[config.mk]
export PLATFORM = sky130hd
export DESIGN_NAME = ixp_core
export DESIGN_NICKNAME = d
export VERILOG_FILES = /design/src/core/ixp_pkg.sv /design/src/core/ixp_addr_gen.sv /design/src/core/ixp_core.sv
export SDC_FILE = /design/constraint.sdc
export NUM_CORES = 1
export LEC_CHECK = 0
export BUFFER_PORTS_ARGS = -buffer_cell sky130_fd_sc_hd__buf_4
export CELL_PAD_IN_SITES_DETAIL_PLACEMENT = 0
export CELL_PAD_IN_SITES_GLOBAL_PLACEMENT = 1
export CORE_UTILIZATION = 27
export DETAILED_ROUTE_END_ITERATION = 8
export GPL_TIMING_DRIVEN = 0
export PLACE_DENSITY_LB_ADDON = 0.1
export SLEW_MARGIN = 20
export SYNTH_ARGS = -nofsm -noshare
export SYNTH_HDL_FRONTEND = slang
export SYNTH_SLANG_ARGS = --single-unit
[constraint.sdc]
create_clock -name sys_clk -period 4.1 [get_ports sys_clk]
set_input_delay 0.41 -clock sys_clk [delete_from_list [all_inputs] [get_ports sys_clk]]
set_output_delay 0.41 -clock sys_clk [all_outputs]
set_load 0.05 [all_outputs]
[src/core/ixp_pkg.sv]
// package: offsets, status-word fields and operation codes for ixp block
package ixp_pkg;
  localparam logic [7:0] ADDR_ZERO_REG = 8'h00;  // zero word
  localparam logic [7:0] ADDR_INT_MASK = 8'h08;  // mask byte alias
  localparam logic [7:0] ADDR_STACK_PTR = 8'h18; // stack pointer word
  // status-word bit positions
  localparam int PSW_Z   = 15;
  localparam int PSW_N   = 14;
  localparam int PSW_V   = 13;
  localparam int PSW_VT  = 12;
  localparam int PSW_C   = 11;
  localparam int PSW_I   = 9;
  localparam int PSW_ST  = 8;
  localparam logic [15:0] PSW_RESET = 16'h0000;
  localparam logic [15:0] SP_RESET  = 16'h0000;
  // addressing modes handled here
  typedef enum logic [1:0] {
    IXP_AM_DIRECT = 2'h0,
    IXP_AM_SHORT  = 2'h1,
    IXP_AM_LONG   = 2'h3
  } ixp_amode_e;
  // flag-update classes of the finishing operation
  typedef enum logic [3:0] {
    IXP_OP_NONE   = 4'h0,
    IXP_OP_ADD    = 4'h1,
    IXP_OP_ADD_WITH_CARRY_OP   = 4'h2,
    IXP_OP_SUB    = 4'h3,
    IXP_OP_SUB_WITH_BORROW_OP   = 4'h4,
    IXP_OP_LOGIC  = 4'h5,
    IXP_OP_SHL    = 4'h6,
    IXP_OP_SHR    = 4'h7,
    IXP_OP_CLEAR_TRAP_FLAG_OP  = 4'h8,
    IXP_OP_JVT    = 4'h9,
    IXP_OP_SAVE_FLAGS_OP  = 4'hA,
    IXP_OP_RESTORE_FLAGS_OP   = 4'hB,
    IXP_OP_MUL    = 4'hC
  } ixp_op_e;
  // operand size
  typedef enum logic [1:0] {
    IXP_SZ_BYTE = 2'h0,
    IXP_SZ_WORD = 2'h1,
    IXP_SZ_LONG = 2'h3
  } ixp_size_e;
endpackage

[src/core/ixp_addr_gen.sv]
// operand address former for short and long indexed references
`timescale 1ns/1ps
module ixp_addr_gen
  import ixp_pkg::*;
(
  // mode and fields
  input  wire ixp_amode_e  addrMode,
  input  wire logic [15:0] baseWord,
  input  wire logic [15:0] dispField,
  // result
  output logic [15:0]      operandAddr
);
  always_comb begin
    case (addrMode)
      IXP_AM_SHORT: operandAddr = baseWord
                                  + {{8{dispField[7]}}, dispField[7:0]};
      IXP_AM_LONG:  operandAddr = baseWord + dispField;
      default:      operandAddr = baseWord;
    endcase
  end
endmodule

[src/core/ixp_core.sv]
// indexed address former with status word, mask alias and stack pointer
`timescale 1ns/1ps
// Notes on behaviour
// - short index: base plus sign-extended byte
// - one short-indexed operand per instruction
// - long index: base plus 16-bit displacement
// - one long-indexed operand per instruction
// - register word zero always reads zero
// - zero base gives absolute long address
// - stack pointer lives at register 18 hex
// - stack pointer usable as indexed base
// - low status byte masks interrupt sources
// - mask byte aliased at register 8
// - global enable bit 9 gates maskables
// - pending recorded even while masked
// - status word saved/restored in one op
// - zero flag follows zero result
// - carry-chained ops only clear zero
// - negative flag shows true sign
// - overflow flag on out-of-range result
// - left shift overflow on sign change
// - trap flag sticky until cleared/tested
// - carry from msb or last out
// - subtraction carry is inverted borrow
// - sticky flag on lost right-shifted one
module ixp_core
  import ixp_pkg::*;
#(
  parameter int NUM_IRQ = 8  // maskable sources
)(
  // clock and reset
  input  wire logic               sys_clk,
  input  wire logic               sys_rst,
  // address request from decode
  input  wire ixp_amode_e         addrMode,
  input  wire logic [7:0]         baseSel,
  input  wire logic [15:0]        dispField,
  input  wire logic [1:0]         indexedCount,
  output logic [15:0]             operandAddr,
  output logic                    modeFault,
  // register-file window for mapped words
  input  wire logic               regWrEn,
  input  wire logic [7:0]         regAddr,
  input  wire logic [15:0]        regWrData,
  input  wire logic               regByteWr,
  input  wire logic [15:0]        fileRdData,
  output logic [15:0]             regRdData,
  // flag update from alu and shifter
  input  wire logic               opValid,
  input  wire ixp_op_e            opKind,
  input  wire ixp_size_e          opSize,
  input  wire logic [31:0]        opA,
  input  wire logic [31:0]        opB,
  input  wire logic [31:0]        opResult,
  input  wire logic               opCarryOut,
  input  wire logic               shiftMsbChanged,
  input  wire logic               shiftLastOut,
  input  wire logic               shiftLostOne,
  input  wire logic [15:0]        stackRdData,
  output logic [15:0]             stackWrData,
  output logic                    jumpTrapTaken,
  // interrupt gating
  input  wire logic [NUM_IRQ-1:0] irqRequest,
  input  wire logic [NUM_IRQ-1:0] irqAck,
  input  wire logic               nmiRequest,
  output logic [NUM_IRQ-1:0]      irqPending,
  output logic [NUM_IRQ-1:0]      irqServiceable,
  output logic                    nmiServiceable,
  // status word view
  output logic [15:0]             statusWord,
  output logic [15:0]             stackPointer
);
  import ixp_pkg::*;

  logic [15:0]        psw_q;        // program status word
  logic [15:0]        psw_d;
  logic [15:0]        sp_q;         // stack pointer word
  logic [NUM_IRQ-1:0] pend_q;       // pending requests
  logic [15:0]        baseWord;     // selected base
  logic [15:0]        trapWord;     // status word copy driven to stackWrData
  logic               signBit;      // result sign at size
  logic               isZero;       // result zero at size
  logic               srcSignA;     // operand signs
  logic               srcSignB;
  logic               ovf;          // arithmetic overflow
  logic               trapSeen;     // trap flag before jump test

  // base word: zero register, stack pointer, mask alias over file word, or file word
  always_comb begin
    case (baseSel[7:1])
      ADDR_ZERO_REG[7:1]:  baseWord = 16'h0000;
      ADDR_STACK_PTR[7:1]: baseWord = sp_q;
      ADDR_INT_MASK[7:1]:  baseWord = {fileRdData[15:8], psw_q[7:0]};
      default:             baseWord = fileRdData;
    endcase
  end

  // zero base passes long displacement straight through
  ixp_addr_gen u_addr (
    .addrMode    (addrMode),
    .baseWord    (baseWord),
    .dispField   (dispField),
    .operandAddr (operandAddr)
  );

  // one indexed operand allowed; decode told how many
  // second indexed operand flagged as a fault
  assign modeFault = (addrMode != IXP_AM_DIRECT) && (indexedCount > 2'h1);

  // read side of mapped words
  always_comb begin
    case (regAddr[7:1])
      ADDR_ZERO_REG[7:1]:  regRdData = 16'h0000;
      ADDR_STACK_PTR[7:1]: regRdData = sp_q;
      // mask byte is the low status byte
      ADDR_INT_MASK[7:1]:  regRdData = {fileRdData[15:8], psw_q[7:0]};
      default:             regRdData = fileRdData;
    endcase
  end

  // stack pointer writes; zero register ignores writes
  always_ff @(posedge sys_clk) begin
    if (sys_rst) begin
      sp_q <= SP_RESET;
    end else if (regWrEn && regAddr[7:1] == ADDR_STACK_PTR[7:1]) begin
      if (regByteWr && regAddr[0]) begin
        sp_q[15:8] <= regWrData[7:0];
      end else if (regByteWr) begin
        sp_q[7:0] <= regWrData[7:0];
      end else begin
        sp_q <= regWrData;
      end
    end
  end
  // no storage exists at the zero word, so writes vanish

  // size-dependent sign and zero of result and operands
  always_comb begin
    case (opSize)
      IXP_SZ_BYTE: begin
        signBit  = opResult[7];
        isZero   = (opResult[7:0] == 8'h00);
        srcSignA = opA[7];
        srcSignB = opB[7];
      end
      IXP_SZ_LONG: begin
        signBit  = opResult[31];
        isZero   = (opResult == 32'h0000_0000);
        srcSignA = opA[31];
        srcSignB = opB[31];
      end
      default: begin
        signBit  = opResult[15];
        isZero   = (opResult[15:0] == 16'h0000);
        srcSignA = opA[15];
        srcSignB = opB[15];
      end
    endcase
  end

  // signed overflow: add like signs, sub unlike signs
  always_comb begin
    case (opKind)
      IXP_OP_ADD, IXP_OP_ADD_WITH_CARRY_OP:
        ovf = (srcSignA == srcSignB) && (signBit != srcSignA);
      IXP_OP_SUB, IXP_OP_SUB_WITH_BORROW_OP:
        ovf = (srcSignA != srcSignB) && (signBit != srcSignA);
      default:
        ovf = 1'b0;
    endcase
  end

  assign trapSeen = psw_q[PSW_VT];

  // next status word from the finishing operation
  always_comb begin
    psw_d = psw_q;
    if (regWrEn && regAddr == ADDR_INT_MASK) begin
      // byte write to mask alias lands in status word
      psw_d[7:0] = regWrData[7:0];
    end
    if (opValid) begin
      case (opKind)
        IXP_OP_ADD, IXP_OP_SUB, IXP_OP_ADD_WITH_CARRY_OP, IXP_OP_SUB_WITH_BORROW_OP: begin
          psw_d[PSW_Z] = isZero;
          // chained ops keep zero only when result zero
          if (opKind == IXP_OP_ADD_WITH_CARRY_OP || opKind == IXP_OP_SUB_WITH_BORROW_OP) begin
            psw_d[PSW_Z] = psw_q[PSW_Z] & isZero;
          end
          // true sign inverts result sign on overflow
          psw_d[PSW_N] = signBit ^ ovf;
          psw_d[PSW_V] = ovf;
          // trap flag set with overflow, never cleared here
          psw_d[PSW_VT] = psw_q[PSW_VT] | ovf;
          psw_d[PSW_C] = opCarryOut;
          if (opKind == IXP_OP_SUB || opKind == IXP_OP_SUB_WITH_BORROW_OP) begin
            psw_d[PSW_C] = ~opCarryOut;
          end
        end
        IXP_OP_LOGIC: begin
          psw_d[PSW_Z] = isZero;
          psw_d[PSW_N] = signBit;
          psw_d[PSW_C] = 1'b0;
          psw_d[PSW_V] = 1'b0;
        end
        IXP_OP_SHL: begin
          psw_d[PSW_Z] = isZero;
          psw_d[PSW_N] = signBit;
          psw_d[PSW_V] = shiftMsbChanged;
          psw_d[PSW_VT] = psw_q[PSW_VT] | shiftMsbChanged;
          // carry is last bit shifted out
          psw_d[PSW_C] = shiftLastOut;
        end
        IXP_OP_SHR: begin
          psw_d[PSW_Z] = isZero;
          psw_d[PSW_N] = signBit;
          psw_d[PSW_V] = 1'b0;
          psw_d[PSW_C] = shiftLastOut;
          // a one passed through carry and fell off
          psw_d[PSW_ST] = shiftLostOne;
        end
        IXP_OP_MUL: begin
          // sticky is undefined after multiply; cleared here
          psw_d[PSW_ST] = 1'b0;
        end
        IXP_OP_CLEAR_TRAP_FLAG_OP, IXP_OP_JVT: begin
          // explicit clear or test drops the trap flag
          psw_d[PSW_VT] = 1'b0;
        end
        IXP_OP_SAVE_FLAGS_OP: begin
          // save whole word, then clear it
          psw_d = 16'h0000;
        end
        IXP_OP_RESTORE_FLAGS_OP: begin
          // restore whole word in one operation
          psw_d = stackRdData;
        end
        default: begin
          psw_d = psw_d;
        end
      endcase
    end
  end

  // status word register
  always_ff @(posedge sys_clk) begin
    if (sys_rst) begin
      psw_q <= PSW_RESET;
    end else begin
      psw_q <= psw_d;
    end
  end

  // pending kept regardless of mask; set wins over ack
  always_ff @(posedge sys_clk) begin
    if (sys_rst) begin
      pend_q <= '0;
    end else begin
      pend_q <= (pend_q & ~irqAck) | irqRequest;
    end
  end

  assign irqServiceable = pend_q & psw_q[NUM_IRQ-1:0]
                          & {NUM_IRQ{psw_q[PSW_I]}};
  // non-maskable source ignores both mask and global bit
  assign nmiServiceable = nmiRequest;

  assign trapWord      = psw_q;
  assign stackWrData   = trapWord;
  assign jumpTrapTaken = opValid && (opKind == IXP_OP_JVT) && trapSeen;
  assign irqPending    = pend_q;
  assign statusWord    = psw_q;
  assign stackPointer  = sp_q;
endmodule

==> impl_metrics.py, run 1 <==
metrics = {
    "setup_path": {
        "crit_path_top_delay_cell": "or4_4",
        "worstPathArrival_ns": 3.55,
        "cp_common_cell": "o21ai_4",
        "slowest_delay_ns": 0.51,
        "worstPathMaxFanout": 4,
        "cp-start-kind": "input pin",
        "critical_path_required_ns": 3.69,
        "path_class": "input pin to output port",
        "worst_setup_path_end_kind": "output port",
        "worstPathCellList": "buf_4 > nor4_4 > nor2b_4 > o21ai_4 > nand2_2 > o21ai_4 > ha_1 > a21o_2 > and4_4 > or4_4 > a21oi_4 > o31a_1 > mux2i_2 > xor2_2 > buf_6",
    },
    "sta": {
        "min_period_ns": 3.96,
        "tightest_slew_ns": 0.637,
        "fin_skew_ns": 0,
        "slew_viol_final": 0,
        "hold_slack_ns": 0.333,
        "grt_setup_unrepaired": "false",
        "setup_tns_ns": 0,
        "period_share_pct": 96.7,
        "fmax_mhz": 252,
        "setup_viol": 0,
        "finalHoldViolCount": 0,
        "relSlewSlack_pct": 57.5,
    },
    "clocking": {
        "cts_hold_buf": 0,
        "cts_tree": "built",
        "clk_latency_ns": 0.28,
        "cts_max_level": 2,
        "cts_buffer_depth": 2,
        "cts_inserted_buffers": 5,
        "clkTransAtPathRegs_ns": 0.06,
        "clkSinkCount": 40,
        "root_buffer": "clkbuf_16",
    },
    "detailed_routing": {
        "drt_pre_antenna_iters": 4,
        "drt_iter0_drc": 208,
        "drtAntennaViolNets": 0,
        "drc_errors": 0,
        "wirelength_um": 16300,
        "viasPerCell": 5.09,
        "routedWlPerCell_um": 16.6,
        "num_vias": 4983,
    },
    "die": {
        "die_h_um": 124,
        "num_rows": 44,
        "die-area_um2": 15300,
        "start_util_pct": 27.7,
        "core_area_um2": 14500,
        "die_x_um": 124,
        "ios": 311,
    },
    "layout": {
        "num_antenna_cells": 0,
        "area_growth_pct": 61.4,
        "nets": 1026,
        "fill_cells": 1502,
        "drive_gt1_share_pct": 42.1,
        "multiInputGateArea_um2": 3010,
        "seqCellArea_um2": 801,
    },
    "global_route": {
        "grt_pass1_wl_um": 23900,
        "grt_pass1_vias": 4677,
        "grt_max_degree": 13,
        "grt_remaining_overflow": 0,
        "globalRouteTotalUtil_pct": 20.1,
        "antenna_found_initial": 0,
    },
    "yosys": {
        "ys_ff_latch": 40,
        "ys_async_sr_fraction_pct": 0,
        "yosys_most_used_dff": "dfxtp_1",
        "syn_area_um2": 4010,
        "synth_most_common_cell": "nor2_1",
        "ys_seq_area_share_pct": 20.0,
        "syn-num-nets": 766,
        "ys_types": 66,
        "synth_warnings": 0,
        "synth_top_area_share_pct": 20.0,
        "synth_top_area_cell": "dfxtp_1",
        "synthCells": 535,
        "yosys-top-cells-area": "dfxtp_1 20%, a22o_1 7.2%, mux2i_1 5.7%",
        "syn_area_per_cell_um2": 7.49,
        "synth_edf_count": 0,
        "synth_common_cells": "52 x nor2_1, 45 x a21oi_1, 42 x nand2_1",
    },
    "run": {
        "drv_cap": 0,
    },
    "power_and_ir_drop": {
        "peakVddDrop_mv": 0.166,
        "powerDensity_nw_per_um2": 248,
        "p_leak_uw": 0.00294,
    },
    "placement": {
        "dp_hpwl_um": 13600,
        "place_congestion": 0.931,
        "buffer_ports.inserted": 243,
    },
    "worst_hold_path": {
        "hold_path.class": "input pin to flop",
    },
    "run_status": {
        "status": "complete, no violations",
    },
}
[area by class of cell]
cell class                      instances  share of cell area, %
Multi-Input combinational cell        418                   46.5
Timing Repair Buffer                  253                   29.5
Sequential cell                        40                   12.4
Buffer                                 47                   4.16
Tap cell                              184                   3.56
Clock buffer                            5                   1.93
Inverter                               30                   1.80
Clock inverter                          2                  0.193
[cell families (layout without fill, tap and decap cells)]
family | count (synthesis) | in the layout | synth area share, %
xor gates and xnor gates | 17 | 17 | 3.72
buffers and inverters | 77 | 337 | 9.34
AOI/OAI and AO/OA | 190 | 190 | 33.7
adders and majority gates | 19 | 19 | 6.12
muxes | 28 | 28 | 7.15
DFF | 40 | 40 | 20.0
and+or+nand+nor | 164 | 164 | 20.0
[flip-flops by register name (all words and copies together), names as in the netlist]
register	cells
stackWrData	16
stackPointer	16
irqPending	8
[per-layer routing]
metal	vias to the layer above	track usage (%)	wire, µm
met5	-	0	0
met4	0	5.20	248
met3	18	2.98	925
met2	175	36.3	8260
met1	2292	24.6	6860
li1	2498	-	-
[repair_timing]
| action | 4_1_cts | 5_1_grt |
|---|---|---|
| endpoints found under the hold margin | 0 | 0 |
| buffers inserted | 1 | 9 |
| gates resized for setup | 19 | 26 |
| pin swaps | 2 | 12 |
| setup endpoints to repair | 10 | 6 |
[report_power, final]
group          switching (µW)  internal [µW]  leakage, µW
registers                14.6            401     0.000326
clock network             149            221    0.0000657
logic                     480            340      0.00255
total                     644            962      0.00294
[critical path: cells and delay by family]
family	cells	cell delay (ns)
XOR/XNOR	1	0.17
adder cells (fa/ha/maj)	1	0.27
AND/OR/NAND/NOR	5	1.41
buffers and inverters	2	0.29
AO/OA/AOI/OAI	5	0.73
multiplexers	1	0.27
[per-stage QoR]
| step | total power, µW | cell area [µm²] | setup slack (ns) | utilization [%] | std cells |
|---|---|---|---|---|---|
| floorplan | 926 | 4030 | -0.0230 | - | 535 |
| global placement | 1200 | 6080 | -0.629 | 42.0 | 962 |
| detailed placement | 1210 | 6080 | -0.666 | 42.0 | 962 |
| CTS | 1600 | 6290 | -0.0128 | 43.4 | 970 |
| global route | 1700 | 6470 | 0.0154 | 44.7 | 979 |
| finish | 1610 | 6470 | 0.136 | 44.7 | 979 |
[cells in the final DEF, fill, tap and decap left out, types with 9 or more instances in the layout]
master,Yosys,final
a211oi_1,11,11
a21oi_1,45,40
a22o_1,33,33
a22oi_1,11,10
a311oi_1,9,9
and3_1,10,10
buf_4,20,271
clkbuf_1,21,20
dfxtp_1,40,40
ha_1,18,15
inv_1,29,29
mux2i_1,23,22
nand2_1,42,39
nand3_1,15,15
nor2_1,52,52
o21ai_0,34,25
xnor2_1,10,10
[worst paths after layout]
kind                                                   from                           to  slack, ns  cells after the start
worst max-delay path                             baseSel[1]              operandAddr[15]       0.14                     15
worst min register to register  stackWrData[8]$_SDFFE_PP0P_  stackWrData[8]$_SDFFE_PP0P_       0.49                      2
worst min-delay path                          irqRequest[4]     irqPending[4]$_SDFF_PP0_       0.33                      3
worst max register to register    stackWrData[1]$_SDFF_PP0_    stackWrData[1]$_SDFF_PP0_       3.12                      2
Note: power is estimated with default switching activity, not from simulation.
==> run 2, diff against run 1 <==
--- a/config.mk
+++ b/config.mk
@@ -6,5 +6,7 @@
 export NUM_CORES = 1
 export LEC_CHECK = 0
+export ABC_CLOCK_PERIOD_IN_PS = 4100
 export BUFFER_PORTS_ARGS = -buffer_cell sky130_fd_sc_hd__buf_4
+export CAP_MARGIN = 20
 export CELL_PAD_IN_SITES_DETAIL_PLACEMENT = 0
 export CELL_PAD_IN_SITES_GLOBAL_PLACEMENT = 1
==> constraint.sdc (replaced) <==
create_clock -name sys_clk -period 4.1 [get_ports sys_clk]
set_input_delay 0.82 -clock sys_clk [delete_from_list [all_inputs] [get_ports sys_clk]]
set_output_delay 0.82 -clock sys_clk [all_outputs]
set_load 0.05 [all_outputs]
==> run 2 against run 1 <==
Against the previous run:
- the flow now finishes with violations (negative setup slack)
- combinational power up 15%
- critical endpoint unchanged
- worst setup slack worse by 0.85 ns
- sequential share of layout area down 0.90 points
- first-iteration DRC count up 7.7%
- fmax down 18%
- utilization up 3.5 points
==> impl_metrics.py, run 2 (synthesis results as in run 1) <==
metrics = {
    "detailed_routing": {
        "num_vias": 5116,
        "drtAntennaViolNets": 0,
        "drt_iter0_drc": 224,
        "viasPerCell": 5.12,
        "drc_errors": 0,
        "drt_pre_antenna_iters": 5,
        "routedWlPerCell_um": 17.0,
        "wirelength_um": 16900,
    },
    "die": {
        "die_h_um": 124,
        "die-area_um2": 15300,
        "ios": 311,
        "num_rows": 44,
        "die_x_um": 124,
        "core_area_um2": 14500,
        "start_util_pct": 27.7,
    },
    "run_status": {
        "failed_checks": "negative setup slack",
        "status": "complete, but fails checks",
    },
    "setup_path": {
        "cp-start-kind": "input pin",
        "reg2regPathDepth": 2,
        "r2r_slack_ns": 3.11,
        "worst_setup_path_end_kind": "output port",
        "worstPathMaxFanout": 4,
        "worstPathArrival_ns": 3.99,
        "r2r-end": "stackWrData[0]$_SDFF_PP0_",
        "critical_path_required_ns": 3.28,
        "path_class": "input pin to output port",
        "timing.rr.start": "stackWrData[0]$_SDFF_PP0_",
    },
    "placement": {
        "dpl_cell_area_um2": 6210,
        "pre_cts_ws_ns": -1.03,
        "dp_hpwl_um": 13600,
        "buffer_ports.inserted": 243,
        "place_congestion": 0.930,
    },
    "global_route": {
        "grt_pass1_wl_um": 25100,
        "antenna_found_initial": 0,
        "grt_remaining_overflow": 0,
        "grt_max_degree": 14,
        "grt_pass1_vias": 4749,
        "globalRouteTotalUtil_pct": 21.0,
    },
    "sta": {
        "slew_viol_final": 0,
        "finalHoldViolCount": 0,
        "grt_setup_unrepaired": "true",
        "tightest_slew_ns": 0.914,
        "period_share_pct": 117,
        "hold_slack_ns": 0.483,
        "setup_slack_ns": -0.713,
        "fmax_mhz": 208,
        "fin_skew_ns": 0,
        "min_period_ns": 4.81,
        "setup_viol": 11,
        "relSlewSlack_pct": 39.1,
    },
    "clocking": {
        "cts_tree": "built",
        "cts_inserted_buffers": 5,
        "clk_latency_ns": 0.28,
        "clkSinkCount": 40,
        "cts_max_level": 2,
        "root_buffer": "clkbuf_16",
        "cts_buffer_depth": 2,
        "clkTransAtPathRegs_ns": 0.06,
    },
    "run": {
        "drv_cap": 0,
    },
    "power_and_ir_drop": {
        "p_leak_uw": 0.00315,
        "total_power_uw": 1830,
        "powerDensity_nw_per_um2": 262,
        "peakVddDrop_mv": 0.169,
    },
    "worst_hold_path": {
        "hold-path-cell-count": 2,
        "min-delay-start": "stackWrData[10]$_SDFFE_PP0P_",
        "hold_path.class": "flop to flop",
        "holdPathEnd": "stackWrData[10]$_SDFFE_PP0P_",
    },
    "layout": {
        "final_cell_mix": "270 x buf_4, 51 x nor2_1, 40 x dfxtp_1",
        "utilization_pct": 48.2,
        "num_antenna_cells": 0,
        "drive_gt1_share_pct": 46.1,
        "nets": 1045,
        "area_growth_pct": 74.1,
        "final_area_um2": 6980,
        "final_common_cell": "buf_4",
    },
}
[run 2: worst max-delay path by stage]
stage                           from              end  slack (ns)  depth (start not counted)
after global routing      baseSel[1]  operandAddr[15]       -0.82                         16
after global placement    baseSel[1]  operandAddr[15]       -1.03                         14
after detailed placement  baseSel[3]  operandAddr[15]       -1.03                         14
after floorplan           baseSel[1]  operandAddr[15]       -0.45                         12
after CTS                 baseSel[7]  operandAddr[15]       -0.71                         15
final                     baseSel[1]  operandAddr[15]       -0.71                         16
[run 2: per-stage QoR]
| stage | setup TNS [ns] | std cells |
|---|---|---|
| floorplan | -1.36 | 535 |
| global placement | -7.69 | 962 |
| detailed placement | -7.82 | 962 |
| CTS | -6.03 | 994 |
| global route | -7.50 | 999 |
| finish | -5.81 | 999 |
[run 2: worst max-delay path, cell delays in order]
cell	delay, ns
buf_6	0.09
nor4_4	0.33
nor2b_4	0.28
o21ai_4	0.10
buf_6	0.13
nand2_4	0.05
o21ai_4	0.06
ha_4	0.22
a21o_1	0.18
a31o_1	0.20
or4_4	0.46
a21oi_4	0.20
o31a_1	0.22
mux2i_4	0.31
xor2_4	0.16
buf_6	0.17
[run 2: timing repair]
action,in CTS,in global routing
gates resized for setup,64,18
setup endpoints to repair,13,12
setup buffers,24,6
pin swaps,33,24
hold buffers,0,0
[run 2: cell type report]
cell class                      count  area, µm²
Clock buffer                        6        139
Sequential cell                    40        801
Inverter                           30        114
Buffer                             47        269
Tap cell                          184        230
Fill cell                        1435       7500
Timing Repair Buffer              272       2140
Clock inverter                      2       38.8
Multi-Input combinational cell    418       3250
[run 2: routing by layer]
layer / global-route usage [%] / wire length [µm] / share of wire, % / up-vias
li1: - / - / - / 2538
met1: 26.5 / 7230 / 43 / 2385
met2: 37.0 / 8320 / 49 / 175
met3: 3.30 / 1110 / 6.5 / 18
met4: 5.35 / 277 / 1.6 / 0
met5: 0 / 0 / 0 / -
[run 2: report_power, final]
part | total (µW) | leakage [µW] | switching, µW | internal (µW)
Combinational | 946 | 0.00274 | 527 | 419
Sequential | 415 | 0.000326 | 14.4 | 401
Clock | 469 | 0.0000871 | 164 | 305
Total | 1830 | 0.00315 | 706 | 1120
==> run 3, diff against run 2 <==
Settings changed: PLACE_DENSITY from default to 0.93, PLACE_DENSITY_LB_ADDON 0.1 to default.
==> run 3 against run 2 <==
Against the previous run:
- the flow still finishes with violations (negative setup slack)
- register-to-register slack gained 0.02 ns
- die area stayed put
- sequential share of layout area rose by 0.21 points
- largest cell class unchanged
==> impl_metrics.py, run 3 (synthesis results as in run 1) <==
metrics = {
    "sta": {
        "setup_viol": 12,
        "setup_tns_ns": -5.32,
        "finalHoldViolCount": 0,
        "grt_setup_unrepaired": "true",
        "relSlewSlack_pct": 37.5,
        "min_period_ns": 4.79,
        "setup_slack_ns": -0.689,
        "hold_slack_ns": 0.486,
        "period_share_pct": 117,
        "fin_skew_ns": 0,
        "fmax_mhz": 209,
        "tightest_slew_ns": 0.937,
        "slew_viol_final": 0,
    },
    "placement": {
        "place_congestion": 0.927,
        "buffer_ports.inserted": 243,
        "pre_cts_ws_ns": -0.964,
        "dp_hpwl_um": 13900,
        "place_inst": 962,
        "dpl_cell_area_um2": 6210,
    },
    "clocking": {
        "clk_latency_ns": 0.28,
        "cts_max_level": 2,
        "clkTransAtPathRegs_ns": 0.06,
        "root_buffer": "clkbuf_16",
        "cts_buffer_depth": 2,
        "cts_inserted_buffers": 5,
        "clkSinkCount": 40,
        "cts_tree": "built",
    },
    "global_route": {
        "antenna_found_initial": 0,
        "globalRouteTotalUtil_pct": 21.3,
        "grt_pass1_wl_um": 25100,
        "grt_remaining_overflow": 0,
        "grt_max_degree": 14,
        "grt_pass1_vias": 4965,
    },
    "die": {
        "die-area_um2": 15300,
        "start_util_pct": 27.7,
        "die_x_um": 124,
        "num_rows": 44,
        "core_area_um2": 14500,
        "ios": 311,
        "die_h_um": 124,
    },
    "setup_path": {
        "cp-start-kind": "input pin",
        "worstPathArrival_ns": 3.97,
        "worst_setup_path_end_kind": "output port",
        "worstPathMaxFanout": 4,
        "path_class": "input pin to output port",
        "cpLargestDelayFamily": "simple AND/OR/NAND/NOR gates",
        "r2r-end": "stackWrData[3]$_SDFF_PP0_",
        "slowest_delay_ns": 0.44,
        "path_buf_inv": 2,
        "timing.rr.start": "stackWrData[3]$_SDFF_PP0_",
        "crit_path_top_delay_cell": "or4_4",
        "worstPathCellList": "buf_8 > nor4_4 > nor2b_4 > nand2_4 > o21ai_4 > ha_4 > a21o_2 > and4_4 > or4_4 > a21oi_4 > o31a_1 > mux2i_4 > xor2_4 > buf_6",
        "reg2regPathDepth": 2,
        "r2r_slack_ns": 3.13,
        "critical_path_required_ns": 3.28,
    },
    "layout": {
        "drive_gt1_share_pct": 45.9,
        "final_common_cell": "buf_4",
        "final_area_um2": 6850,
        "area_growth_pct": 71.0,
        "final_cell_mix": "275 x buf_4, 49 x nor2_1, 40 x dfxtp_1",
        "num_antenna_cells": 0,
        "layoutNonFillerInstCount": 994,
        "fill_cells": 1438,
        "nets": 1040,
    },
    "detailed_routing": {
        "drt_iter0_drc": 245,
        "num_vias": 5222,
        "viasPerCell": 5.25,
        "drtAntennaViolNets": 0,
        "drc_errors": 0,
        "routedWlPerCell_um": 17.7,
        "wirelength_um": 17500,
        "drt_pre_antenna_iters": 5,
    },
    "run_status": {
        "status": "complete, but fails checks",
        "failed_checks": "negative setup slack",
    },
    "power_and_ir_drop": {
        "powerDensity_nw_per_um2": 263,
        "peakVddDrop_mv": 0.190,
        "p_leak_uw": 0.00308,
    },
    "worst_hold_path": {
        "holdPathEnd": "stackWrData[11]$_SDFFE_PP0P_",
        "min-delay-start": "stackWrData[11]$_SDFFE_PP0P_",
        "hold_path.class": "flop to flop",
        "hold-path-cell-count": 2,
    },
    "run": {
        "drv_cap": 0,
    },
}
==> run 3: worst reg2reg max path: stages, from the launching register on <==
cell      delay, ns
dfxtp_1        0.52
mux2i_1        0.12
a211oi_1       0.24
==> run 3: worst max-delay path by stage <==
stage	startpoint	to	slack, ns	depth (start not counted)
floorplan	baseSel[1]	operandAddr[15]	-0.45	12
global placement	baseSel[3]	operandAddr[15]	-0.98	14
detailed placement	baseSel[3]	operandAddr[15]	-0.96	14
CTS	baseSel[7]	operandAddr[15]	-0.67	14
global route	baseSel[1]	operandAddr[15]	-0.81	14
finish	baseSel[1]	operandAddr[15]	-0.69	14
==> run 3: metal layers <==
metal / share of wire, % / track usage [%] / vias to the layer above
met4: 1.4 / 5.42 / 0
met2: 52 / 40.9 / 242
li1: - / - / 2528
met3: 8.4 / 3.98 / 18
met1: 38 / 23.8 / 2434
met5: 0 / 0 / -
==> run 3: layout make-up <==
type	count	area (µm²)	share of cell area, %
Buffer	47	269	3.93
Clock buffer	6	139	2.03
Clock inverter	2	38.8	0.566
Inverter	30	114	1.66
Multi-Input combinational cell	418	3200	46.7
Sequential cell	40	801	11.7
Tap cell	184	230	3.36
Timing Repair Buffer	267	2060	30.1
==> run 3: where the power goes <==
group	total [µW]	switching (µW)	internal (µW)	leakage, µW
registers	415	14.2	401	0.000326
logic	921	528	393	0.00267
clock network	468	163	305	0.0000871
total	1800	705	1100	0.00308
==> run 3: repair_timing <==
action / in CTS / in global routing
setup endpoints to repair: 13 / 12
pin swaps: 26 / 10
gates resized for setup: 34 / 31
hold buffers: 0 / 0
buffers inserted: 16 / 8
==> run 3: stage by stage <==
| step | total power, µW | util (%) |
|---|---|---|
| after floorplan | 953 | - |
| after global placement | 1240 | 42.9 |
| after detailed placement | 1240 | 42.9 |
| after CTS | 1770 | 46.0 |
| after global routing | 1880 | 47.3 |
| final | 1800 | 47.3 |
